## src/include/dpsem_defines.svh

```systemverilog
// Timing counts and field positions for the semaphore port controller
`ifndef DPSEM_DEFINES_SVH
`define DPSEM_DEFINES_SVH

`define DPSEM_FLAG_COUNT    8
`define DPSEM_INDEX_W       3
`define DPSEM_ADDR_W        15
`define DPSEM_DATA_W        16
`define DPSEM_FLAG_BIT      0
// Access phase length in ns and derived cycles at 40 MHz (25 ns), rounded up
`define DPSEM_PHASE_NS      50
`define DPSEM_CLK_NS        25
`define DPSEM_PHASE_CYC     ((`DPSEM_PHASE_NS + `DPSEM_CLK_NS - 1) / `DPSEM_CLK_NS)
// Gap with select and output enable high between reads, in cycles
`define DPSEM_GAP_CYC       2

`endif

```

## src/include/dpsem_pkg.sv

```systemverilog
// Types shared by the semaphore port controller
package dpsem_pkg;
  typedef enum logic [1:0] {
    DPSEM_CMD_NONE    = 2'b00,
    DPSEM_CMD_ACQUIRE = 2'b01,
    DPSEM_CMD_RELEASE = 2'b10,
    DPSEM_CMD_INIT    = 2'b11
  } dpsem_cmd_type;

  // Gray order along write, gap, read, done
  typedef enum logic [2:0] {
    DPSEM_ST_IDLE  = 3'b000,
    DPSEM_ST_WRITE = 3'b001,
    DPSEM_ST_GAP   = 3'b011,
    DPSEM_ST_READ  = 3'b010,
    DPSEM_ST_DONE  = 3'b110
  } dpsem_state_type;

  typedef struct packed {
    logic        busy;
    logic [3:0]  cnt;
  } dpsem_phase_type;
endpackage

```

## src/hw/dpsem_phase_timer.sv

```systemverilog
// Phase timer that counts one access phase and pulses when it ends
`timescale 1ns/1ps
`default_nettype none
`include "dpsem_defines.svh"

module dpsem_phase_timer (
  input  wire logic mclk_i,
  input  wire logic nrst_i,
  input  wire logic start_i,
  input  wire logic [3:0] len_i,
  output logic      done_o
);
  dpsem_pkg::dpsem_phase_type st_ff;
  dpsem_pkg::dpsem_phase_type nxt_st;
  logic                       done_ff;
  logic                       nxt_done;

  // ------------------------------------------------------------------
  // Countdown
  // ------------------------------------------------------------------
  always_comb begin
    nxt_st   = st_ff;
    nxt_done = 1'b0;
    if (start_i) begin
      nxt_st.busy = 1'b1;
      nxt_st.cnt  = len_i;
    end else if (st_ff.busy) begin
      if (st_ff.cnt <= 4'h1) begin
        nxt_st.busy = 1'b0;
        nxt_done    = 1'b1; // One-cycle end pulse
      end else begin
        nxt_st.cnt = st_ff.cnt - 4'h1;
      end
    end
  end

  always_ff @(posedge mclk_i) begin
    if (!nrst_i) begin
      st_ff   <= '0;
      done_ff <= 1'b0;
    end else begin
      st_ff   <= nxt_st;
      done_ff <= nxt_done;
    end
  end

  assign done_o = done_ff;
endmodule
`default_nettype wire

```

## src/hw/dpsem_port_ctrl.sv

```systemverilog
// One-port controller that drives the semaphore space of a dual-port RAM
//
// Operation
// [RL1] The device holds eight semaphore latches apart from the memory array.
// [RL2] Flags are active low: write zero to request, write one from the same port to release.
// [RL3] The controller pulls the flag space select low and uses address, output enable, write.
// [RL4] The flag is chosen by the three low address bits; higher bits are ignored.
// [RL5] Only data bit zero carries the written value.
// [RL6] A zero into a free flag reads zero on the writer's port and one on the other.
// [RL7] The owner's one frees the flag for both ports unless the other port is pending.
// [RL8] A read returns the flag on every data bit.
// [RL9] The read value is captured when select and output enable go active and held.
// [RL10] Between successive polls the controller drops select or output enable.
// [RL11] Acquire writes zero first, then reads back; never read then write.
// [RL12] A request to a flag owned by the other port reads back one until handed over.
// [RL13] After a failed request the controller keeps re-reading or writes one to withdraw.
// [RL14] A release while the other port is pending hands ownership straight over.
// [RL15] Simultaneous requests grant exactly one port.
// [RL16] At power-up both ports write one to all eight flags to free them.
`timescale 1ns/1ps
`default_nettype none
`include "dpsem_defines.svh"

module dpsem_port_ctrl (
  input  wire logic                       mclk_i,
  input  wire logic                       nrst_i,
  input  wire logic                       cmd_valid_i,
  input  wire logic [1:0]                 cmd_i,
  input  wire logic [`DPSEM_INDEX_W-1:0]  cmd_index_i,
  input  wire logic [7:0]                 poll_limit_i,
  output logic                            cmd_ready_o,
  output logic                            done_o,
  output logic                            granted_o,
  output logic                            flag_space_select_n_o,
  output logic                            oe_n_o,
  output logic                            rw_n_o,
  output logic [`DPSEM_ADDR_W-1:0]        addr_o,
  output logic [`DPSEM_DATA_W-1:0]        data_o,
  output logic                            data_oe_o,
  input  wire logic [`DPSEM_DATA_W-1:0]   data_i
);
  localparam logic [3:0] PHASE_LEN = 4'(`DPSEM_PHASE_CYC);
  localparam logic [3:0] GAP_LEN   = 4'(`DPSEM_GAP_CYC);

  typedef struct packed {
    dpsem_pkg::dpsem_state_type state;
    dpsem_pkg::dpsem_cmd_type   cmd;
    logic [`DPSEM_INDEX_W-1:0]  flag_index;
    logic [7:0]                 polls;
    logic                       ready;
    logic                       done;
    logic                       granted;
    logic                       sel_n;
    logic                       oe_n;
    logic                       rw_n;
    logic                       wbit;
    logic                       data_oe;
    logic                       gap_next_read;
  } dpsem_ctl_type;

  dpsem_ctl_type s_ff;
  dpsem_ctl_type nxt_s;
  logic          tmr_start;
  logic [3:0]    tmr_len;
  logic          tmr_done;

  // Flag read: any bit works since the device replicates it, use bit zero
  function automatic logic flag_low(input logic [`DPSEM_DATA_W-1:0] d);
    flag_low = ~d[`DPSEM_FLAG_BIT]; // see [RL8]
  endfunction

  dpsem_phase_timer u_timer (
    .mclk_i  (mclk_i),
    .nrst_i  (nrst_i),
    .start_i (tmr_start),
    .len_i   (tmr_len),
    .done_o  (tmr_done)
  );

  // ------------------------------------------------------------------
  // Sequencer
  // ------------------------------------------------------------------
  always_comb begin
    nxt_s     = s_ff;
    tmr_start = 1'b0;
    tmr_len   = PHASE_LEN;
    nxt_s.done = 1'b0;
    case (s_ff.state)
      dpsem_pkg::DPSEM_ST_IDLE: begin
        nxt_s.ready = 1'b1;
        if (cmd_valid_i && s_ff.ready) begin
          nxt_s.ready      = 1'b0;
          nxt_s.cmd        = dpsem_pkg::dpsem_cmd_type'(cmd_i);
          nxt_s.flag_index = (cmd_i == dpsem_pkg::DPSEM_CMD_INIT) ? '0 : cmd_index_i;
          nxt_s.polls      = 8'h00;
          nxt_s.granted    = 1'b0;
          // Acquire writes zero, release and init write one
          nxt_s.wbit       = (cmd_i != dpsem_pkg::DPSEM_CMD_ACQUIRE); // see [RL2]
          if (cmd_i != dpsem_pkg::DPSEM_CMD_NONE) begin
            nxt_s.state   = dpsem_pkg::DPSEM_ST_WRITE;
            nxt_s.sel_n   = 1'b0; // see [RL3]
            nxt_s.rw_n    = 1'b0;
            nxt_s.data_oe = 1'b1;
            tmr_start     = 1'b1;
          end
        end
      end
      dpsem_pkg::DPSEM_ST_WRITE: begin
        if (tmr_done) begin
          nxt_s.sel_n   = 1'b1;
          nxt_s.rw_n    = 1'b1;
          nxt_s.data_oe = 1'b0;
          tmr_start     = 1'b1;
          tmr_len       = GAP_LEN;
          nxt_s.state   = dpsem_pkg::DPSEM_ST_GAP;
          // Write before read on acquire; release and init need no read
          nxt_s.gap_next_read = (s_ff.cmd == dpsem_pkg::DPSEM_CMD_ACQUIRE); // see [RL11]
        end
      end
      dpsem_pkg::DPSEM_ST_GAP: begin
        // Select and output enable idle high so the next read recaptures
        if (tmr_done) begin // see [RL10]
          tmr_start = 1'b1;
          if (s_ff.gap_next_read) begin
            nxt_s.state = dpsem_pkg::DPSEM_ST_READ;
            nxt_s.sel_n = 1'b0;
            nxt_s.oe_n  = 1'b0;
          end else if (s_ff.cmd == dpsem_pkg::DPSEM_CMD_INIT &&
                       s_ff.flag_index != 3'(`DPSEM_FLAG_COUNT - 1)) begin
            // Walk all eight flags writing one
            nxt_s.flag_index = s_ff.flag_index + 3'h1; // see [RL16]
            nxt_s.state      = dpsem_pkg::DPSEM_ST_WRITE;
            nxt_s.sel_n      = 1'b0;
            nxt_s.rw_n       = 1'b0;
            nxt_s.data_oe    = 1'b1;
          end else begin
            tmr_start   = 1'b0;
            nxt_s.state = dpsem_pkg::DPSEM_ST_DONE;
          end
        end
      end
      dpsem_pkg::DPSEM_ST_READ: begin
        if (tmr_done) begin
          nxt_s.sel_n = 1'b1;
          nxt_s.oe_n  = 1'b1;
          tmr_start   = 1'b1;
          tmr_len     = GAP_LEN;
          nxt_s.state = dpsem_pkg::DPSEM_ST_GAP;
          if (flag_low(data_i)) begin
            // Read-back zero means this port owns the token
            nxt_s.granted       = 1'b1; // see [RL6] [RL15]
            nxt_s.gap_next_read = 1'b0;
          end else if (s_ff.polls == poll_limit_i) begin
            // Give up: write one to withdraw the pending request
            nxt_s.cmd           = dpsem_pkg::DPSEM_CMD_RELEASE; // see [RL13]
            nxt_s.wbit          = 1'b1;
            nxt_s.gap_next_read = 1'b0;
            nxt_s.state         = dpsem_pkg::DPSEM_ST_WRITE;
            nxt_s.sel_n         = 1'b0;
            nxt_s.rw_n          = 1'b0;
            nxt_s.data_oe       = 1'b1;
            tmr_len             = PHASE_LEN;
          end else begin
            // Still owned elsewhere; poll again after a gap
            nxt_s.polls = s_ff.polls + 8'h01; // see [RL12] [RL14]
          end
        end
      end
      dpsem_pkg::DPSEM_ST_DONE: begin
        nxt_s.done  = 1'b1;
        nxt_s.ready = 1'b1;
        nxt_s.state = dpsem_pkg::DPSEM_ST_IDLE;
      end
      default: begin
        // Park the pins idle so an illegal state never strobes the device
        nxt_s       = '0;
        nxt_s.sel_n = 1'b1;
        nxt_s.oe_n  = 1'b1;
        nxt_s.rw_n  = 1'b1;
      end
    endcase
  end

  // ------------------------------------------------------------------
  // State register
  // ------------------------------------------------------------------
  always_ff @(posedge mclk_i) begin
    if (!nrst_i) begin
      s_ff       <= '0;
      s_ff.sel_n <= 1'b1;
      s_ff.oe_n  <= 1'b1;
      s_ff.rw_n  <= 1'b1;
    end else begin
      s_ff <= nxt_s;
    end
  end

  // Outputs straight from the state flops; high address bits stay zero
  assign cmd_ready_o           = s_ff.ready;
  assign done_o                = s_ff.done;
  assign granted_o             = s_ff.granted;
  assign flag_space_select_n_o = s_ff.sel_n;
  assign oe_n_o                = s_ff.oe_n;
  assign rw_n_o                = s_ff.rw_n;
  assign addr_o                = {{(`DPSEM_ADDR_W-`DPSEM_INDEX_W){1'b0}}, s_ff.flag_index}; // see [RL4]
  assign data_o                = {{(`DPSEM_DATA_W-1){1'b0}}, s_ff.wbit}; // see [RL5]
  assign data_oe_o             = s_ff.data_oe;
endmodule
`default_nettype wire

```

## config.mk

```make
export PLATFORM = sky130hd
export DESIGN_NAME = dpsem_port_ctrl
export DESIGN_NICKNAME = d
export VERILOG_FILES = /design/src/include/dpsem_pkg.sv /design/src/hw/dpsem_phase_timer.sv /design/src/hw/dpsem_port_ctrl.sv
export VERILOG_INCLUDE_DIRS = /design/src /design/src/include
export SDC_FILE = /design/constraint.sdc
export NUM_CORES = 1
export LEC_CHECK = 0
export ABC_AREA = 1
export BUFFER_PORTS_ARGS = -buffer_cell sky130_fd_sc_hd__buf_2
export CORE_MARGIN = 10
export CORE_UTILIZATION = 51
export CTS_CLUSTER_SIZE = 20
export DETAILED_ROUTE_END_ITERATION = 10
export PLACE_DENSITY = 0.8
export SLEW_MARGIN = 40
export SYNTH_ARGS = -nofsm -noshare
export SYNTH_HDL_FRONTEND = slang
export SYNTH_SLANG_ARGS = --single-unit
```

## constraint.sdc

```tcl
create_clock -name mclk_i -period 1.77 [get_ports mclk_i]
set_clock_uncertainty 0.15 [all_clocks]
set_input_delay 0.0885 -clock mclk_i [delete_from_list [all_inputs] [get_ports mclk_i]]
set_output_delay 0.0885 -clock mclk_i [all_outputs]
set_load 0.01 [all_outputs]
```

==> results_dict.tcl, run 1 <==
set metrics [dict create \
    drtAntennaViolNets 0 \
    synth_mux_area_share_pct 0 \
    clkTransAtPathRegs_ns 0.07 \
    grt.overflow.total 0 \
    reg2reg_to "u_timer.st_ff[1]$_SDFFE_PN0P_" \
    internal-power_w 0.001404 \
    cts_root_buffer "clkbuf_8" \
    critPathMaxFanout 4 \
    syn_avg_cell_area_um2 6.368 \
    cp_data_arrival_time_ns 1.75 \
    die_height_um 85.82 \
    post-synth-top-area-cell "dfxtp_1" \
    hold_path_end "s_ff[21]$_SDFFE_PN0P_" \
    gp_congestion 0.9445 \
    final_nets 423 \
    synth_seq_area_share_pct 28.09 \
    die_w_um 85.82 \
    synth_top_area_share_pct 28.09 \
    numPortBuffers 27 \
    dr.first_iter.drc_count 74 \
    crit_path_top_delay_cell "dfxtp_2" \
    synthAdderAreaFrac_pct 2.831 \
    netSwitchingPower_w 0.0006317 \
    clockPowerShare_pct 35.8 \
    drive_above_1_share_pct 24.55 \
    syn2layout_area_growth_pct 17.95 \
    placedCellCount 422 \
    postPlaceCellArea_um2 2301 \
    start_kind "register" \
    total_power_w 0.002035 \
    cap_viol_max_count 0 \
    synth_top_family_by_area "simple AND/OR/NAND/NOR gates" \
    htreeDepth 2 \
    synth_seq_cells 31 \
    num_antenna_cells 0 \
    synth_edf_count 0 \
    drv_slew 0 \
    clock_sinks 31 \
    start_util_pct 54.07 \
    core_area_um2 4086 \
    track_usage_pct 14.60 \
    cts_made_buffers 5 \
    r2r-start "addr_o[1]$_SDFFE_PN0P_" \
    grt_first_pass_wirelength_um 9032 \
    synth-simple-area-share_pct 36.01 \
    r2r_setup_slack_ns 0.05 \
    vias 2088 \
    async_flop_share_pct 0 \
    rr_worst_depth 9 \
    dp.final_hpwl_um 3986 \
    end_kind "register" \
    ys.flop_type "dfxtp_1" \
    syn_area_um2 2210 \
    cts_buffer_depth 2 \
    period_minus_slack_ns 1.721 \
    ioPinCount 70 \
    drc 0 \
    yosys.area_share.xor_xnor_pct 2.378 \
    finalCritPeriodShare_pct 97.22 \
    power_frac_seq_pct 39.1 \
    row_count 23 \
    wl_um 5303 \
    antenna_found_initial 0 \
    syn_inst 347 \
    crit_type "reg2reg" \
    finalHoldViolCount 0 \
    crit_chain "ha_4 -> ha_4 -> nor2_4 -> buf_4 -> nor2_4 -> o21ai_2 -> a22oi_2 -> buf_4 -> a21oi_1" \
    holdPathStages 5 \
    ir_drop_mv 0.6174 \
    min_from "cmd_i[1]" \
    clk_latency_ns 0.29 \
    pwr_density_cell_nw_per_um2 781.0 \
    yosysUniqueCellTypes 34 \
    synth_compound_area_share_pct 11.44 \
    die_area_um2 7365 \
    stdcell_count 437 \
    worstHoldPathType "in2reg" \
    grt_max_degree 14 \
    wl_per_cell_um 12.14 \
    yosys_warnings 0 \
    max_freq_mhz 581.1 \
    cts_tree "done" \
    synthTopCellsByArea "dfxtp_1 28%, nand2_1 17%, buf_4 11%" \
    dr.pass1.iters 4 \
    setup_viol 0 \
    vias_per_cell 4.778 \
    cp.required_ns 1.80 \
    leakage_nw 1.256 \
    worstPathBufferInverterCount 2 \
    final_area_um2 2606 \
    fillers 390 \
    path_delay_family "compound AO/OA/AOI/OAI gates" \
    whs_ns 0.03851 \
    swShare_pct 31.04 \
    max_stage_delay_ns 0.36 \
    grt_pass1_vias 2095 \
    status "finished, final reports clean" \
    combPwrFrac_pct 25.1 \
]
## worst max path at each step
stage	to	cells after the start	from
floorplan	data_oe_o$_SDFFE_PN0P_	8	addr_o[0]$_SDFFE_PN0P_
detailed placement	data_oe_o$_SDFFE_PN0P_	8	addr_o[0]$_SDFFE_PN0P_
finish	u_timer.st_ff[1]$_SDFFE_PN0P_	9	addr_o[1]$_SDFFE_PN0P_
CTS	u_timer.st_ff[3]$_SDFFE_PP0P_	9	u_timer.st_ff[0]$_SDFFE_PP0P_
global placement	data_oe_o$_SDFFE_PN0P_	8	addr_o[0]$_SDFFE_PN0P_
global route	u_timer.st_ff[0]$_SDFFE_PP0P_	9	addr_o[1]$_SDFFE_PN0P_
## stage by stage
| step | setup TNS (ns) | util (%) | setup slack [ns] |
|---|---|---|---|
| after CTS | 0 | 60.56 | 0.006775 |
| after global routing | -0.1782 | 63.78 | -0.04460 |
| final | 0 | 63.78 | 0.04913 |
| after global placement | 0 | 56.31 | 0.02945 |
| after floorplan | 0 | - | 0.1389 |
| after detailed placement | -0.01945 | 56.31 | -0.01945 |
## timing repair
item,CTS,global route
hold endpoints to repair,9,0
pin swaps,0,6
resized for setup,2,39
hold buffers,5,0
buffers inserted,0,2
endpoints found under the setup margin,2,23
## synthesized netlist by cell type (2+ instances only)
cell type  instances
a21oi_1           23
a32oi_1            2
buf_4             31
clkbuf_1           2
dfxtp_1           31
ha_1               5
inv_1             37
inv_2              6
nand2_1           98
nand2_2            5
nand2_4            2
nand3_1           18
nand4_1            2
nor2_1            39
nor2_2             4
nor2_4             4
nor3_1             4
nor3b_1            2
o211ai_1           3
o21ai_0            8
o21ai_1            4
xnor2_1            3
xor2_1             3
## tightest hold or removal path, stage by stage
cell and delay, ns:
buf_2 0.12, nand2_1 0.07, nand2_1 0.05, nand2_1 0.05
a21oi_1 0.05
## cell type report
cell class | count | area, µm² | share of cell area (%)
clock buffer | 6 | 82.58 | 3.169
multi-input combinational | 263 | 1373 | 52.66
timing repair buffer | 41 | 252.7 | 9.698
inverter | 44 | 167.7 | 6.433
tap | 50 | 62.56 | 2.400
sequential | 31 | 633.1 | 24.29
clock inverter | 2 | 35.03 | 1.344
## sequential cells by signal (all words and copies together), names as in the netlist
name	count
granted_o	1
data_oe_o	1
data_o	1
addr_o	3
cmd_ready_o	1
flag_space_select_n_o	1
done_o	1
rw_n_o	1
oe_n_o	1
u_timer.st_ff	5
s_ff	14
u_timer.done_o	1
## routing by layer
metal	GRT usage (%)	part of all wire (%)	vias to the layer above
li1	-	-	1108
met1	15.36	41	927
met2	26.29	52	43
met3	4.730	5.9	10
met4	5.539	1.7	0
met5	0	0	-
## cells in the final DEF (no fill, tap or decap), types with 4 or more instances in the layout
master,instances
nand2_1,96
inv_1,35
nor2_1,35
conb_1,27
buf_2,27
dfxtp_1,21
a21oi_1,19
nand3_1,18
dfxtp_2,10
buf_4,9
nor2_4,7
inv_2,7
o21ai_0,6
clkbuf_8,6
nand2_4,5
nor2_2,5
dlygate4sd3_1,5
o21ai_1,4
nand2_2,4
## kinds of logic (layout without fill, tap and decap cells)
logic type,count (synthesis),count (layout)
other,1,27
AND/OR/NAND/NOR,181,181
AO/OA/AOI/OAI,44,44
buffers and inverters,79,93
flip-flops,31,31
adder cells (fa/ha/maj),5,5
XOR/XNOR,6,6
## power by group through the flow
stage	Clock [W]	Sequential [W]	Combinational, W
floorplan	0	0.000807	0.000385
global placement	0	0.000800	0.000450
detailed placement	0	0.000801	0.000458
finish	0.000729	0.000796	0.000510
global route	0.000784	0.000803	0.000585
CTS	0.000747	0.000786	0.000474
Power figures use the tool's default switching activity.
==> run 2, diff against run 1 <==
Settings changed: ABC_AREA 1 to not set, CORE_UTILIZATION 51 to 50.
==> run 2 against run 1 <==
  * The run now ends with setup timing left
  * Via count decreased by 7.0%
  * Clock-buffer cell count increased by 2
  * First-iteration DRC count decreased by 9.5%
  * Sequential share of layout area decreased by 0.72 points
  * Critical path type unchanged
  * Largest power group unchanged
  * Highest routed layer unchanged
==> results_dict.tcl, run 2 <==
set metrics [dict create \
    status "finished with violations" \
    violations "setup timing" \
    numPortBuffers 27 \
    die_height_um 83.04 \
    cp.required_ns 1.81 \
    async_flop_share_pct 0 \
    die_area_um2 6896 \
    vias 1941 \
    max_freq_mhz 510.2 \
    drive_above_1_share_pct 40.69 \
    critPathMaxFanout 4 \
    final_area_um2 2691 \
    syn2layout_area_growth_pct 35.45 \
    synth_seq_area_share_pct 31.23 \
    grt.overflow.total 0 \
    drc 0 \
    finalCritPeriodShare_pct 110.7 \
    row_count 22 \
    drtAntennaViolNets 0 \
    path_delay_family "simple AND/OR/NAND/NOR gates" \
    layout_commonest_cell "buf_4" \
    track_usage_pct 15.33 \
    final_nets 353 \
    syn_avg_cell_area_um2 8.143 \
    total_power_w 0.001851 \
    end_kind "register" \
    place_ws_ns -0.1714 \
    wl_um 5808 \
    ys.flop_type "dfxtp_1" \
    period_minus_slack_ns 1.960 \
    gp_congestion 0.9498 \
    dp.final_hpwl_um 3987 \
    postPlaceCellArea_um2 2333 \
    grt_first_pass_wirelength_um 9156 \
    syn_area_um2 1987 \
    cts_made_buffers 5 \
    grt_max_degree 15 \
    core_area_um2 3744 \
    leakage_nw 1.183 \
    largest-register "s_ff" \
    setup_viol 14 \
    pwr_density_cell_nw_per_um2 687.7 \
    cts_tree "done" \
    yosys_warnings 0 \
    worstHoldPathType "in2reg" \
    start_util_pct 53.07 \
    synth_top_area_share_pct 31.23 \
    synth_seq_cells 31 \
    ir_drop_mv 0.6247 \
    ioPinCount 70 \
    clk_latency_ns 0.29 \
    synthTopCellsByArea "dfxtp_1 31%, buf_4 12%, xnor2_1 4.8%" \
    syn_inst 244 \
    num_antenna_cells 0 \
    cp_data_arrival_time_ns 2.00 \
    cts_buffer_depth 2 \
    setup_ws_ns -0.1898 \
    finalHoldViolCount 0 \
    cts_root_buffer "clkbuf_8" \
    htreeDepth 2 \
    die_w_um 83.04 \
    layout_common_cells "46 x buf_4, 27 x conb_1, 27 x buf_2, 20 x nor2_1, 20 x dfxtp_1" \
    ys_top_cells_by_count "32 x buf_4, 31 x dfxtp_1, 24 x nor2_1, 21 x nand2_1, 15 x a21oi_1" \
    rsz0062_at_grt "yes" \
    clkTransAtPathRegs_ns 0.07 \
    max_stage_delay_ns 0.42 \
    dr.pass1.iters 4 \
    crit_path_top_delay_cell "a2111o_1" \
    synth_edf_count 0 \
    crit_chain "ha_4 -> ha_4 -> nand3b_1 -> nand2_2 -> o21ai_2 -> a2111o_1 -> nand2_2 -> nor2_1" \
    vias_per_cell 5.318 \
    grt_pass1_vias 2024 \
    drv_slew 0 \
    worstPathBufferInverterCount 0 \
    synth.most_common_cell "buf_4" \
    post-synth-top-area-cell "dfxtp_1" \
    wl_per_cell_um 15.91 \
    dr.first_iter.drc_count 67 \
    antenna_found_initial 0 \
    cap_viol_max_count 0 \
    start_kind "register" \
    clock_sinks 31 \
    yosysUniqueCellTypes 47 \
    largest_register_ffs 14 \
    crit_type "reg2reg" \
]
## run 2: cell types whose count changed after synthesis, sizes merged, moves of 7 or more
cell   change
a21oi      -8
inv       -36
mux2i      +7
nand2     -83
nand3     -15
nor2      -23
xnor2      +8
## run 2: kinds of logic after synthesis
kind of cell	share of synthesized area [%]
adder cells (fa/ha/maj)	3.149
XOR/XNOR	5.290
AND/OR/NAND/NOR	22.92
other	0.1887
buffers and inverters	14.99
multiplexers	4.093
flip-flops	31.23
AO/OA/AOI/OAI	18.14
## run 2: power breakdown
part / internal [W] / leakage (nW) / switching [W] / total (W)
sequential: 0.000738 / 0.257 / 0.0000301 / 0.000768
combinational: 0.000205 / 0.875 / 0.000239 / 0.000444
clock: 0.000355 / 0.0515 / 0.000283 / 0.000638
total: 0.00130 / 1.18 / 0.000553 / 0.00185
## run 2: area by class of cell
| class | count | area [µm²] |
|---|---|---|
| Inverter | 8 | 30.03 |
| Tap cell | 48 | 60.06 |
| Timing Repair Buffer | 78 | 531.8 |
| Multi-Input combinational cell | 192 | 1335 |
| Clock buffer | 8 | 100.1 |
| Sequential cell | 31 | 634.4 |
| Fill cell | 305 | 1052 |
## run 2: final timing paths
kind / start / slack [ns] / to / depth (start not counted)
worst max-delay path: addr_o[1]$_SDFFE_PN0P_ / -0.19 / u_timer.done_o$_SDFF_PP0_ / 8
worst min-delay path: cmd_index_i[2] / 0.004 / addr_o[2]$_SDFFE_PN0P_ / 3
worst max register to register: addr_o[1]$_SDFFE_PN0P_ / -0.19 / u_timer.done_o$_SDFF_PP0_ / 8
worst min register to register: granted_o$_SDFFE_PN0P_ / 0.31 / granted_o$_SDFFE_PN0P_ / 2
## run 2: worst register-to-register path: cells and delay by family (launching register included)
| family | cells | cell delay, ns |
|---|---|---|
| flops | 1 | 0.35 |
| fa+ha+maj | 2 | 0.31 |
| compound gates | 2 | 0.49 |
| simple gates | 4 | 0.56 |
## run 2: per-stage QoR
step                      hold slack, ns  utilization [%]  std cells  setup TNS [ns]
after floorplan                  0.07455                -        270         -0.1497
after global placement            0.2116            62.33        347         -0.8026
after detailed placement          0.2183            62.33        347          -1.706
after CTS                       0.005586            68.85        365          -1.220
after global routing             0.01167            71.89        365          -2.782
final                           0.004138            71.89        365          -1.768
## run 2: timing repair
item,CTS,global route
pin swaps,10,21
endpoints found under the setup margin,23,25
hold endpoints to repair,4,0
setup buffers,6,3
gates resized for setup,15,27
hold buffers,4,0
## run 2: per-layer routing
| layer | share of wire [%] | vias to the layer above | global-route usage, % |
|---|---|---|---|
| met3 | 6.1 | 11 | 4.785 |
| li1 | - | 945 | - |
| met1 | 39 | 925 | 16.04 |
| met2 | 53 | 60 | 27.93 |
| met4 | 1.8 | 0 | 5.385 |
| met5 | 0 | - | 0 |
==> run 3, diff against run 2 <==
Settings changed: CORE_ASPECT_RATIO set to 1.2.
==> run 3 against run 2 <==
  * The flow finishes with violations (hold timing, setup timing)
  * Non-clock buffer count down 3
  * Final area fell by 1.7%
  * Wire length decreased by 9.6%
  * Clock power fell by 3%
  * Sequential power about the same
  * Clock-buffer cell count stayed put
  * Total power decreased by 3.1%
  * Maximum frequency is 0.37% higher
==> results_dict.tcl, run 3 (same netlist as run 2, synthesis figures left out) <==
set metrics [dict create \
    status "finished with violations" \
    violations "hold timing, setup timing" \
    drc 0 \
    clock_sinks 31 \
    cap_viol_max_count 0 \
    setup_viol 17 \
    fillers 335 \
    cp_data_arrival_time_ns 1.98 \
    regArea_um2 638.1 \
    end_kind "register" \
    clkTransAtPathRegs_ns 0.06 \
    utilization_pct 68.23 \
    start_util_pct 51.23 \
    gp_congestion 0.9069 \
    multi_input_area_um2 1303 \
    syn2layout_area_growth_pct 33.19 \
    drtAntennaViolNets 0 \
    wl_per_cell_um 14.27 \
    leakage_nw 1.163 \
    period_minus_slack_ns 1.953 \
    finalCritPeriodShare_pct 110.3 \
    layout_common_cells "44 x buf_4, 27 x conb_1, 27 x buf_2, 21 x nor2_1, 19 x dfxtp_1" \
    grt.overflow.total 0 \
    setup_ws_ns -0.1826 \
    antenna_found_initial 0 \
    grt_first_pass_wirelength_um 7852 \
    place_ws_ns -0.1789 \
    holdPathStages 3 \
    htreeDepth 2 \
    max_freq_mhz 512.1 \
    row_count 25 \
    wl_um 5252 \
    die_height_um 89.06 \
    cts_made_buffers 5 \
    drv_slew 0 \
    drive_above_1_share_pct 40.45 \
    vias_per_cell 5.204 \
    grt_pass1_vias 1834 \
    dr.pass1.iters 4 \
    cts_root_buffer "clkbuf_8" \
    track_usage_pct 13.95 \
    pwr_density_cell_nw_per_um2 677.4 \
    numPortBuffers 27 \
    num_antenna_cells 0 \
    grt_max_degree 15 \
    cts_buffer_depth 2 \
    rr_worst_depth 8 \
    cts_tree "done" \
    die_w_um 77.55 \
    finalHoldViolCount 1 \
    ir_drop_mv 0.5840 \
    dr.first_iter.drc_count 117 \
    vias 1915 \
    die_area_um2 6906 \
    total_power_w 0.001793 \
    start_kind "register" \
    clk_latency_ns 0.29 \
    whs_ns -0.009868 \
    layout_commonest_cell "buf_4" \
    largest-register "s_ff" \
    final_nets 350 \
    rsz0062_at_grt "yes" \
    ioPinCount 70 \
    worstHoldPathType "in2reg" \
    core_area_um2 3879 \
    cp.required_ns 1.80 \
    crit_type "reg2reg" \
    critPathMaxFanout 4 \
    largest_register_ffs 14 \
    dp.final_hpwl_um 3859 \
]
[run 3: what timing repair did]
| action | CTS | global route |
|---|---|---|
| cloned | 0 | 0 |
| resized for setup | 9 | 30 |
| buffers inserted | 2 | 1 |
| pin swaps | 9 | 16 |
| hold endpoints to repair | 2 | 0 |
| endpoints found under the setup margin | 18 | 21 |
| hold buffers | 2 | 0 |
[run 3: worst max-delay path: stages (launching register included)]
cell	delay (ns)
dfxtp_2	0.34
ha_4	0.16
ha_4	0.14
nand3b_1	0.27
o21ai_2	0.21
a21oi_2	0.08
a21oi_2	0.14
o21ai_2	0.09
mux2_2	0.27
[run 3: routing by layer]
metal  vias up  GRT usage [%]  routed length, µm
met3        13          4.628                290
met4         0          6.645                 87
met1       907          12.98               2016
met2        54          27.02               2858
met5         -              0                  0
li1        941              -                  -
[run 3: power breakdown]
part / leakage (nW) / switching, W / internal [W]
Combinational: 0.854 / 0.000220 / 0.000185
Sequential: 0.258 / 0.0000301 / 0.000738
Clock: 0.0515 / 0.000264 / 0.000354
[run 3: layout make-up]
type	count	share of cell area, %
tap	54	2.553
sequential	31	24.11
timing repair buffer	75	19.20
clock buffer	8	3.783
multi-input combinational	192	49.22
inverter	8	1.135
[run 3: path summary, 6_finish.rpt]
path	startpoint	end	slack (ns)
setup / recovery	addr_o[0]$_SDFFE_PN0P_	rw_n_o$_SDFFE_PN1P_	-0.18
hold / removal	cmd_index_i[0]	addr_o[0]$_SDFFE_PN0P_	-0.01
setup reg to reg	addr_o[0]$_SDFFE_PN0P_	rw_n_o$_SDFFE_PN1P_	-0.18
hold reg to reg	data_oe_o$_SDFFE_PN0P_	data_oe_o$_SDFFE_PN0P_	0.31
[run 3: through the flow]
stage	area (µm²)	std cells	setup TNS [ns]	hold slack, ns
final	2646	368	-1.882	-0.009868
after global routing	2646	368	-3.526	0.01886
after CTS	2521	367	-1.123	0.006371
after detailed placement	2356	355	-1.548	0.2150
after global placement	2356	355	-0.8265	0.2129
after floorplan	2105	270	-0.1497	0.07455
